## src/hdl/sac_control_fix_note.sv

```systemverilog
// Holds no logic.

```

## src/hdl/sac_pkg.sv

```systemverilog
// Constants of the converter control block.
package sac_pkg;
    // ------------------------------------------------------------------
    // Register map
    // ------------------------------------------------------------------
    localparam logic [3:0] ADDR_CONTROL = 4'h0;
    localparam logic [3:0] ADDR_AUX = 4'h4;
    localparam logic [3:0] ADDR_STATUS = 4'h8;
    localparam logic [31:0] CONTROL_RESET = 32'h0000_0000;
    localparam logic [31:0] HW_MODE_MASK = 32'h007c_e3ff;
    localparam logic [31:0] UPPER_MASK = 32'hff00_0000;
    // ------------------------------------------------------------------
    // Control and auxiliary bit positions
    // ------------------------------------------------------------------
    localparam int BIT_SEQ = 23;
    localparam int BIT_POLARITY = 20;
    localparam int BIT_REF_HIGH = 18;
    localparam int BIT_FULL_UPDATE = 16;
    localparam int BIT_EXT_CLK = 11;
    localparam int DAC_MSB = 9;
    localparam int AUX_INT_MODE = 0;
    localparam int AUX_REF_POWER = 1;
    // ------------------------------------------------------------------
    // Timing
    // ------------------------------------------------------------------
    // Conversion length in conversion clock edges; both edges of the external clock are counted, one edge per divider period internally.
    localparam logic [5:0] CONV_EDGES = 6'd37;
    localparam logic [1:0] SEQ_LOW_EDGES = 2'd2;
    localparam logic [5:0] CFG_BITS = 6'd32;
    localparam int LANE_W = 96;
    localparam logic [2:0] LAST_WORD = 3'd5;
endpackage : sac_pkg

```

## src/hdl/sac_control.sv

```systemverilog
// Control, conversion timing and readout logic of the six-channel converter.
`timescale 1ns/1ps
module sac_control
    import sac_pkg::*;
#(
    parameter int INT_CLK_DIV = 1
) (
    input wire logic clk,
    input wire logic sys_rst,
    input wire logic [3:0] regAddr,
    input wire logic [31:0] regWriteData,
    input wire logic regWrite,
    input wire logic regRead,
    output logic [31:0] regReadData,
    input wire logic [2:0] pairConversionStart,
    input wire logic configSourceSelect,
    input wire logic interfaceSelect,
    input wire logic widthSelect,
    input wire logic byteOrderSelect,
    input wire logic [2:0] serialLaneEnable,
    input wire logic externalConvClock,
    input wire logic parallelReadN,
    input wire logic frameSyncInput,
    input wire logic serialClock,
    input wire logic serialConfigIn,
    input wire logic [2:0][15:0] pairFirstInput,
    input wire logic [2:0][15:0] pairSecondInput,
    output logic busyIntOut,
    output logic [15:0] dataBusOut,
    output logic dataBusOe,
    output logic serialOutA,
    output logic serialOutB,
    output logic serialOutC,
    output logic refRangeHigh,
    output logic [9:0] refDacCode,
    output logic refPowerUp
);
    // ------------------------------------------------------------------
    // Pin synchronisers
    // ------------------------------------------------------------------
    localparam int PINS = 18;
    logic [PINS-1:0] pinMeta_reg;
    logic [PINS-1:0] pinSync_reg;
    logic [PINS-1:0] pinPrev_reg;
    always_ff @(posedge clk or posedge sys_rst) begin
        if (sys_rst) begin
            pinMeta_reg <= '0;
            pinSync_reg <= '0;
            pinPrev_reg <= '0;
        end else begin
            pinMeta_reg <= {serialLaneEnable, byteOrderSelect, widthSelect, interfaceSelect,
                configSourceSelect, serialConfigIn, serialClock, frameSyncInput,
                parallelReadN, externalConvClock, pairConversionStart, 3'h0};
            pinSync_reg <= pinMeta_reg;
            pinPrev_reg <= pinSync_reg;
        end
    end
    logic [2:0] startSync;
    logic [2:0] startRise;
    logic extClkEdge;
    logic readFall;
    logic readRise;
    logic fsFall;
    logic fsRise;
    logic fsLow;
    logic sclkRise;
    logic sclkFall;
    logic sdiSync;
    logic swMode;
    logic serialMode;
    logic byteMode;
    logic highFirst;
    logic [2:0] laneEn;
    assign startSync = pinSync_reg[5:3];
    assign startRise = pinSync_reg[5:3] & ~pinPrev_reg[5:3];
    assign extClkEdge = pinSync_reg[6] ^ pinPrev_reg[6];
    assign readFall = ~pinSync_reg[7] & pinPrev_reg[7];
    assign readRise = pinSync_reg[7] & ~pinPrev_reg[7];
    assign fsFall = ~pinSync_reg[8] & pinPrev_reg[8];
    assign fsRise = pinSync_reg[8] & ~pinPrev_reg[8];
    assign fsLow = ~pinSync_reg[8];
    assign sclkRise = pinSync_reg[9] & ~pinPrev_reg[9];
    assign sclkFall = ~pinSync_reg[9] & pinPrev_reg[9];
    assign sdiSync = pinSync_reg[10];
    assign swMode = pinSync_reg[11];
    assign serialMode = pinSync_reg[12];
    assign byteMode = pinSync_reg[13];
    assign highFirst = pinSync_reg[14];
    assign laneEn = pinSync_reg[17:15];

    // ------------------------------------------------------------------
    // Control and auxiliary registers
    // ------------------------------------------------------------------
    logic [31:0] control_reg;
    logic [31:0] aux_reg;
    logic [31:0] cfgShift_reg;
    logic [5:0] cfgCount_reg;
    logic seqMode;
    logic useExtClk;
    assign useExtClk = swMode & control_reg[BIT_EXT_CLK];
    assign seqMode = useExtClk & control_reg[BIT_SEQ];
    // Config bits shift in on falling serial clocks.
    always_ff @(posedge clk or posedge sys_rst) begin
        if (sys_rst) begin
            cfgShift_reg <= '0;
            cfgCount_reg <= '0;
        end else if (fsFall) begin
            cfgCount_reg <= '0;
        end else if (fsLow && sclkFall && serialMode) begin
            cfgShift_reg <= {cfgShift_reg[30:0], sdiSync};
            if (cfgCount_reg != CFG_BITS) begin
                cfgCount_reg <= cfgCount_reg + 6'd1;
            end
        end
    end
    always_ff @(posedge clk or posedge sys_rst) begin
        if (sys_rst) begin
            control_reg <= CONTROL_RESET;
        end else if (regWrite && regAddr == ADDR_CONTROL) begin
            control_reg <= regWriteData;
        end else if (fsRise && serialMode && cfgCount_reg == CFG_BITS) begin
            if (!swMode) begin
                // Pin mode takes only the override bits.
                control_reg <= (control_reg & ~HW_MODE_MASK) | (cfgShift_reg & HW_MODE_MASK);
            end else if (cfgShift_reg[BIT_FULL_UPDATE]) begin
                control_reg <= cfgShift_reg;
            end else begin
                control_reg <= (control_reg & ~UPPER_MASK) | (cfgShift_reg & UPPER_MASK);
            end
        end
    end
    always_ff @(posedge clk or posedge sys_rst) begin
        if (sys_rst) begin
            aux_reg <= '0;
        end else if (regWrite && regAddr == ADDR_AUX) begin
            aux_reg <= regWriteData & 32'h0000_0003;
        end
    end

    // ------------------------------------------------------------------
    // Conversion clock and per-pair conversion
    // ------------------------------------------------------------------
    logic [15:0] divCount_reg;
    logic intEdge;
    logic convEdge;
    always_ff @(posedge clk or posedge sys_rst) begin
        if (sys_rst) begin
            divCount_reg <= '0;
        end else if (intEdge) begin
            divCount_reg <= '0;
        end else begin
            divCount_reg <= divCount_reg + 16'd1;
        end
    end
    assign intEdge = (divCount_reg == 16'(INT_CLK_DIV - 1));
    assign convEdge = useExtClk ? extClkEdge : intEdge;

    logic [2:0] trigger;
    logic [2:0] active_reg;
    logic [2:0] done;
    logic [2:0][5:0] edgeCount_reg;
    logic [5:0][15:0] sample_reg;
    logic [5:0][15:0] result_reg;
    always_comb begin
        if (swMode && !seqMode) begin
            trigger = {3{startRise[0]}};
        end else begin
            trigger = startRise;
        end
    end
    assign done = active_reg & {3{convEdge}} & {edgeCount_reg[2] == CONV_EDGES - 6'd1,
        edgeCount_reg[1] == CONV_EDGES - 6'd1, edgeCount_reg[0] == CONV_EDGES - 6'd1};
    for (genvar p = 0; p < 3; p++) begin : gPair
        always_ff @(posedge clk or posedge sys_rst) begin
            if (sys_rst) begin
                active_reg[p] <= 1'b0;
                edgeCount_reg[p] <= '0;
                sample_reg[2*p] <= '0;
                sample_reg[2*p+1] <= '0;
                result_reg[2*p] <= '0;
                result_reg[2*p+1] <= '0;
            end else if (trigger[p] && !active_reg[p]) begin
                active_reg[p] <= 1'b1;
                edgeCount_reg[p] <= '0;
                sample_reg[2*p] <= pairFirstInput[p];
                sample_reg[2*p+1] <= pairSecondInput[p];
            end else if (active_reg[p] && convEdge) begin
                // The first edge after capture opens the conversion.
                edgeCount_reg[p] <= edgeCount_reg[p] + 6'd1;
                if (done[p]) begin
                    active_reg[p] <= 1'b0;
                    // Offset-binary front end codes become two's complement.
                    result_reg[2*p] <= sample_reg[2*p] ^ 16'h8000;
                    result_reg[2*p+1] <= sample_reg[2*p+1] ^ 16'h8000;
                end
            end
        end
    end

    // ------------------------------------------------------------------
    // Busy and interrupt indication
    // ------------------------------------------------------------------
    logic busy_reg;
    logic intFlag_reg;
    logic [1:0] seqLow_reg;
    logic stillActive;
    logic busyFall;
    assign stillActive = |(active_reg & ~done);
    assign busyFall = busy_reg & (|done) & ~stillActive & ~(|trigger);
    always_ff @(posedge clk or posedge sys_rst) begin
        if (sys_rst) begin
            busy_reg <= 1'b0;
        end else if (|trigger) begin
            busy_reg <= 1'b1;
        end else if (busyFall) begin
            busy_reg <= 1'b0;
        end
    end
    always_ff @(posedge clk or posedge sys_rst) begin
        if (sys_rst) begin
            seqLow_reg <= '0;
        end else if (seqMode && (|done) && stillActive) begin
            seqLow_reg <= SEQ_LOW_EDGES;
        end else if (seqLow_reg != 2'd0 && convEdge) begin
            seqLow_reg <= seqLow_reg - 2'd1;
        end
    end
    // Completion wins over a start that arrives in the same cycle.
    always_ff @(posedge clk or posedge sys_rst) begin
        if (sys_rst) begin
            intFlag_reg <= 1'b0;
        end else if (|done) begin
            intFlag_reg <= 1'b1;
        end else if (|trigger) begin
            intFlag_reg <= 1'b0;
        end
    end
    logic indication;
    assign indication = aux_reg[AUX_INT_MODE] ? intFlag_reg : (busy_reg & (seqLow_reg == 2'd0));
    always_ff @(posedge clk or posedge sys_rst) begin
        if (sys_rst) begin
            busyIntOut <= 1'b0;
        end else begin
            busyIntOut <= indication ^ control_reg[BIT_POLARITY];
        end
    end

    // ------------------------------------------------------------------
    // Parallel readout
    // ------------------------------------------------------------------
    logic [2:0] wordIdx_reg;
    logic secondByte_reg;
    logic [15:0] curWord;
    assign curWord = result_reg[wordIdx_reg];
    always_ff @(posedge clk or posedge sys_rst) begin
        if (sys_rst) begin
            wordIdx_reg <= '0;
            secondByte_reg <= 1'b0;
            dataBusOut <= '0;
        end else if (busyFall) begin
            wordIdx_reg <= '0;
            secondByte_reg <= 1'b0;
        end else if (readFall && !serialMode) begin
            if (!byteMode) begin
                dataBusOut <= curWord;
            end else if (highFirst ^ secondByte_reg) begin
                dataBusOut <= {curWord[15:8], 8'h00};
            end else begin
                dataBusOut <= {curWord[7:0], 8'h00};
            end
            if (byteMode && !secondByte_reg) begin
                secondByte_reg <= 1'b1;
            end else begin
                secondByte_reg <= 1'b0;
                wordIdx_reg <= (wordIdx_reg == LAST_WORD) ? 3'd0 : wordIdx_reg + 3'd1;
            end
        end
    end
    always_ff @(posedge clk or posedge sys_rst) begin
        if (sys_rst) begin
            dataBusOe <= 1'b0;
        end else if (readFall && !serialMode) begin
            dataBusOe <= 1'b1;
        end else if (readRise || serialMode) begin
            dataBusOe <= 1'b0;
        end
    end

    // ------------------------------------------------------------------
    // Serial readout
    // ------------------------------------------------------------------
    logic [LANE_W-1:0] laneA_reg;
    logic [LANE_W-1:0] laneB_reg;
    logic [LANE_W-1:0] laneC_reg;
    always_ff @(posedge clk or posedge sys_rst) begin
        if (sys_rst) begin
            laneA_reg <= '0;
            laneB_reg <= '0;
            laneC_reg <= '0;
        end else if (fsFall && serialMode) begin
            if (laneEn[2]) begin
                laneA_reg <= {result_reg[0], result_reg[1], 64'h0};
                laneB_reg <= {result_reg[2], result_reg[3], 64'h0};
                laneC_reg <= {result_reg[4], result_reg[5], 64'h0};
            end else if (laneEn[1]) begin
                laneA_reg <= {result_reg[0], result_reg[1], result_reg[4], 48'h0};
                laneB_reg <= {result_reg[2], result_reg[3], result_reg[5], 48'h0};
                laneC_reg <= '0;
            end else begin
                laneA_reg <= {result_reg[0], result_reg[1], result_reg[2],
                    result_reg[3], result_reg[4], result_reg[5]};
                laneB_reg <= '0;
                laneC_reg <= '0;
            end
        end else if (fsLow && sclkRise) begin
            laneA_reg <= {laneA_reg[LANE_W-2:0], 1'b0};
            laneB_reg <= {laneB_reg[LANE_W-2:0], 1'b0};
            laneC_reg <= {laneC_reg[LANE_W-2:0], 1'b0};
        end
    end
    always_ff @(posedge clk or posedge sys_rst) begin
        if (sys_rst) begin
            serialOutA <= 1'b0;
            serialOutB <= 1'b0;
            serialOutC <= 1'b0;
        end else begin
            serialOutA <= serialMode & laneA_reg[LANE_W-1];
            serialOutB <= serialMode & laneB_reg[LANE_W-1];
            serialOutC <= serialMode & laneC_reg[LANE_W-1];
        end
    end

    // ------------------------------------------------------------------
    // Reference outputs and register reads
    // ------------------------------------------------------------------
    always_ff @(posedge clk or posedge sys_rst) begin
        if (sys_rst) begin
            refRangeHigh <= 1'b0;
            refDacCode <= '0;
            refPowerUp <= 1'b0;
        end else begin
            refRangeHigh <= control_reg[BIT_REF_HIGH];
            refDacCode <= control_reg[DAC_MSB:0];
            refPowerUp <= aux_reg[AUX_REF_POWER];
        end
    end
    always_ff @(posedge clk or posedge sys_rst) begin
        if (sys_rst) begin
            regReadData <= '0;
        end else if (regRead) begin
            unique case (regAddr)
                ADDR_CONTROL: regReadData <= control_reg;
                ADDR_AUX: regReadData <= aux_reg;
                ADDR_STATUS: regReadData <= {26'h0, seqMode, intFlag_reg, active_reg, busy_reg};
                default: regReadData <= '0;
            endcase
        end else begin
            regReadData <= '0;
        end
    end
endmodule : sac_control

```

## config.mk

```make
export PLATFORM = sky130hd
export DESIGN_NAME = sac_control
export DESIGN_NICKNAME = d
export VERILOG_FILES = /design/src/hdl/sac_control_fix_note.sv /design/src/hdl/sac_pkg.sv /design/src/hdl/sac_control.sv
export SDC_FILE = /design/constraint.sdc
export NUM_CORES = 1
export LEC_CHECK = 0
export BUFFER_PORTS_ARGS = -buffer_cell sky130_fd_sc_hd__buf_2
export CAP_MARGIN = 30
export CORE_ASPECT_RATIO = 1.5
export CORE_UTILIZATION = 41
export DETAILED_ROUTE_END_ITERATION = 6
export PLACE_DENSITY = 0.55
export SLEW_MARGIN = 20
export SYNTH_ARGS = -nofsm -noshare
export SYNTH_HDL_FRONTEND = slang
export SYNTH_SLANG_ARGS = --single-unit
```

## constraint.sdc

```tcl
create_clock -name clk -period 48.8 [get_ports clk]
set_input_delay 2.44 -clock clk [delete_from_list [all_inputs] [get_ports clk]]
set_output_delay 2.44 -clock clk [all_outputs]
set_load 0.005 [all_outputs]
```

Word-level counts from Yosys, hierarchy flattened
Index checks and enable logic that the tools add are counted.
{ "op_classes": {"add_sub_neg": 7, "order_cmp": 1, "eq_ne": 9, "n_mux": 58, "bitwise": 45, "n_reduce_logical": 59} }
{ "ops": {"columns": ["cell", "n"], "rows": [
  ["two-way mux 96 bit", 9],
  ["two-way mux 32 bit", 5],
  ["two-way mux 64 bit", 2],
  ["one-hot mux 32 bit (3 select lines)", 1],
  ["two-way mux 16 bit", 4],
  ["two-way mux 6 bit", 9],
  ["binary-select mux 16 bit (select 3 bit)", 1],
  ["OR 24 x 32 -> 32 bit", 1],
  ["OR 32 x 23 -> 32 bit", 1],
  ["nonzero test 2 bit", 16],
  ["adder 6 x 1 -> 6 bit, second input constant", 4],
  ["== test 6 bit, second input constant", 4],
  ["logical AND 1 bit", 20],
  ["two-way mux 1 bit", 20],
  ["NOT 1 bit", 19],
  ["adder 16 x 1 -> 16 bit, second input constant", 1],
  ["zero test 16 bit", 1],
  ["AND 1 bit", 15],
  ["two-way mux 3 bit", 5],
  ["AND reduction 2 bit", 7],
  ["AND 3 bit", 4],
  ["AND reduction 3 bit", 3],
  ["OR reduction 3 bit", 3],
  ["zero test 1 bit", 6],
  ["other kinds (14)", 18]
]} }
{ "word_totals": {"ff_bits": 699, "inputBits": 151, "out_inout_bits": 65} }

Longest topological paths before layout
{ "logic_depth": {"ltp_word": 12, "ltp_mapped": 10, "depth_no_buf": 8} }

Least setup slack after synthesis
Ideal clock, no wire load.
{ "synth_path": {"path_type": "input to register", "start": "input regAddr[3]", "end": "register control_reg[0]", "setup_time_ns": 0.083, "arrival_time_ns": 3.724, "t_required_ns": 48.717, "slack_ns": 44.993, "cell_stages": 7, "cell_sequence": "clkbuf_1 nor3_1 nand2_1 nor2_1 clkbuf_1 nand2_1 o21ai_0"} }
{ "synth_between": {"elab_chain_len": 3, "word_cells_on_any_way": 4} }
{ "synth_lines": {"columns": ["item", "line_no", "source"], "rows": [
  ["start, declared", "sac_control.sv:10", "input wire logic [3:0] regAddr,"],
  ["zero test 4 bit (*)", "sac_control.sv:119", "end else if (regWrite && regAddr == ADDR_CONTROL) begin"],
  ["logical AND 1 bit (*)", "sac_control.sv:119", null],
  ["two-way mux 32 bit / nonzero test 2 bit (equally long branches)", null, null],
  ["end signal, assigned", "sac_control.sv:120", "control_reg <= regWriteData;"],
  ["end signal, assigned", "sac_control.sv:124", "control_reg <= (control_reg & ~HW_MODE_MASK) | (cfgShift_reg & HW_MODE_MASK);"],
  ["end signal, assigned", "sac_control.sv:126", "control_reg <= cfgShift_reg;"],
  ["end, declared", "sac_control.sv:94", "logic [31:0] control_reg;"]
]} }
Mark *: on every way between the ends. The rest lies on a longest branch, timed or not.
A chain may end at the register's enable or synchronous reset.

==> results.md <==
* CP startpoint kind: primary input
* Share of cells above drive strength 1 at 23.0%
* Slew Limit Fails at 0
* Worst setup path class: in2async
* Clock buffer depth at 3
* Worst min path class: reg2reg
* Vias per std cell at 5.36
* Top achievable clock speed at 0.212 GHz
* CP delay by family, top: buffers and inverters
* Post-Place Cell Area at 26300 sq um
* RSZ-0062 raised after global routing: false
* Area of the multi-input gates at 9200 sq um
* Die Wd at 202 microns
* Clk pin slew, worst setup/hold paths at 60 ps
* Synthesized area at 24500 sq um
* GP Congestion at 0.818
* CTS Sinks at 585
* Largest net degree at the start of global routing at 189
* Clk_lat worst skew at 600 ps
* Critical-path cell list: buf_2 -> inv_8 -> buf_16 -> buf_4 -> buf_4 -> buf_4 -> buf_16
* Crit-path max FO at 104
* Reg area at 14600 sq um
* Critical path buffers and inverters at 7
* Final Setup Violations at 0
* Status: finished, final reports clean
* Wire length per cell at 19.3 microns
* Die ar. at 60800 sq um
* Async S/R FF share, synth at 100%
* Routed Antenna Nets at 0
* Mapped Nets at 2394
* Hpwl dp at 41.8 mm
* DR DRC count at 0
* PortBufs at 214
* Hold_ws at 348 ps
* Core area at 59100 sq um
* Post-synth top flop: dfrtp_1
* Initial Util at 41.5%
* Initial antenna violation count at 0
* Max-cap viol count at 0
* 1st-pass router iterations at 5
* GR Util All Layers at 20.7%
* Inserted Diodes at 0
* Die height at 302 microns
* Number of synthesized register bits at 585
* Setup bufs post-CTS at 0
* Worst Tran Pin Value at 948 ps
* Most frequent cell on the critical path: buf_4
* GRT overflow at 0
* Final worst path period need at 4710 ps
* CTS tree: yes
* Largest area contributor in the netlist: dfrtp_1
* First-pass GRT wire length at 99.1 mm
* Post-synth EDFFs at 0
* VDD IR max at 25.0 uV
* Ys Warns at 0
* Ports at 216
* FP Rows at 109
* Worst Path Arrival at 5490 ps
* Vias in the first global route at 17300
* Post-synth cell types at 53
* PwrDens at 46.9 nW/um^2
* Clock Skews at 14.8 ps
* Crit path capture type: asynchronous set/reset pin
* Req. time, crit path at 49580 ps
* Syn-to-layout area delta at 15.4%
* Root Buffer: clkbuf_16
* Hold_buf cts at 0
* Fin nets at 2548
* Cells after Synth at 2232
* LEAKAGE at 13.4 nW
* Post-synth top area share at 59.7%
* Slowest cell on the critical path: buf_4
* Mean post-synth cell area at 11.0 sq um
* Final Hold Viols at 0
* Slew HR at 36.8%
* Pre-CTS setup slack at 43180 ps
* Tcrit/Tclk final at 9.66%
* Routed wire length at 61.9 mm
* Cts bufs inserted at 56
* Post-Layout Inst Area at 28300 sq um
* Sequential fraction of the synthesis area at 59.7%
* Power Total at 1.33 mW
* Largest stage delay on the critical path at 760 ps
* Via Count at 17200
* Final Worst Setup Slack at 44090 ps
* DRT iter0 DRCs at 1060
* Post-cts resize count at 0
* Fillers at 5459
* H-Tree Depth at 2
* TNS Setup at 0 ps
* Top post-synthesis cells by area: dfrtp_1, mux2_2, nand2_1
-- layout make-up --
class	count	area share, %
Clock inverter	21	0.592
Timing Repair Buffer	248	5.34
Tap cell	777	3.43
Sequential cell	585	51.7
Inverter	35	0.491
Multi-Input combinational cell	1460	32.5
Clock buffer	81	5.92
-- cell usage in the layout (no fill, tap or decap), types with 18 or more instances in the layout --
| master | synthesis | final |
|---|---|---|
| nand2_1 | 491 | 490 |
| and2_1 | 36 | 36 |
| clkbuf_16 | 0 | 57 |
| mux2i_1 | 59 | 59 |
| a21oi_1 | 136 | 133 |
| o21ai_0 | 78 | 78 |
| nand3_1 | 31 | 31 |
| nor2_1 | 101 | 99 |
| a31oi_1 | 157 | 157 |
| buf_2 | 14 | 214 |
| xor2_1 | 18 | 18 |
| inv_1 | 35 | 34 |
| mux2_2 | 171 | 171 |
| dfrtp_1 | 585 | 584 |
| buf_4 | 1 | 23 |
-- worst reg2reg max path, delay by kind of cell, from the launching register on --
kind	cells	cell delay, ps
simple gates	2	440
compound gates	2	350
buf+inv	4	2100
flops	1	480
-- per-stage QoR --
stage	std cells	utilization, %
finish	3207	47.9
global route	3207	47.9
CTS	3201	47.7
detailed placement	3099	44.6
global placement	3095	44.4
floorplan	2232	-
-- path summary, 6_finish.rpt --
path,from,end,slack (ps),cells after the start
setup / recovery,sys_rst,laneC_reg[64]$_DFFE_PP0P_,44090,7
hold / removal,pinMeta_reg[16]$_DFF_PP0_,pinSync_reg[16]$_DFF_PP0_,350,0
setup reg to reg,pinSync_reg[8]$_DFF_PP0_,laneA_reg[63]$_DFFE_PP0P_,45360,8
hold reg to reg,pinMeta_reg[16]$_DFF_PP0_,pinSync_reg[16]$_DFF_PP0_,350,0
max in group clk,dataBusOut[14]$_DFFE_PP0P_,dataBusOut[14],45160,1
min in group asynchronous,sys_rst,sample_reg[82]$_DFFE_PP0P_,1790,2
-- kinds of logic (layout without fill, tap and decap cells) --
group | count (synthesis) | count (layout) | share of synthesized area [%]
compound gates | 428 | 428 | 10.4
buf+inv | 187 | 385 | 3.07
fa+ha+maj | 11 | 11 | 0.561
mux | 262 | 262 | 12.5
simple gates | 726 | 726 | 12.7
flops | 585 | 585 | 59.7
xor+xnor | 33 | 33 | 1.18
-- cells in the mapped netlist (15+ instances only) --
| master | n |
|---|---|
| o21ai_0 | 78 |
| a21oi_1 | 136 |
| inv_1 | 35 |
| a31oi_1 | 157 |
| and2_1 | 36 |
| nand3_1 | 31 |
| nor2_1 | 101 |
| clkbuf_1 | 123 |
| xor2_1 | 18 |
| mux2_2 | 171 |
| mux2i_1 | 59 |
| xnor2_1 | 15 |
| mux4_2 | 16 |
| mux2_1 | 16 |
| dfrtp_1 | 585 |
| nand2_1 | 491 |
-- power by group --
group	internal (mW)	switching (mW)
Sequential	0.590	0.0939
Combinational	0.106	0.102
Clock	0.248	0.189
Total	0.944	0.384
-- layer usage --
metal	track usage [%]	part of all wire, %	vias to the layer above
li1	-	-	8006
met1	27.4	43	8683
met2	34.5	49	390
met3	2.54	3.5	98
met4	8.37	3.9	0
met5	0	0	-
Power figures use the tool's default switching activity.
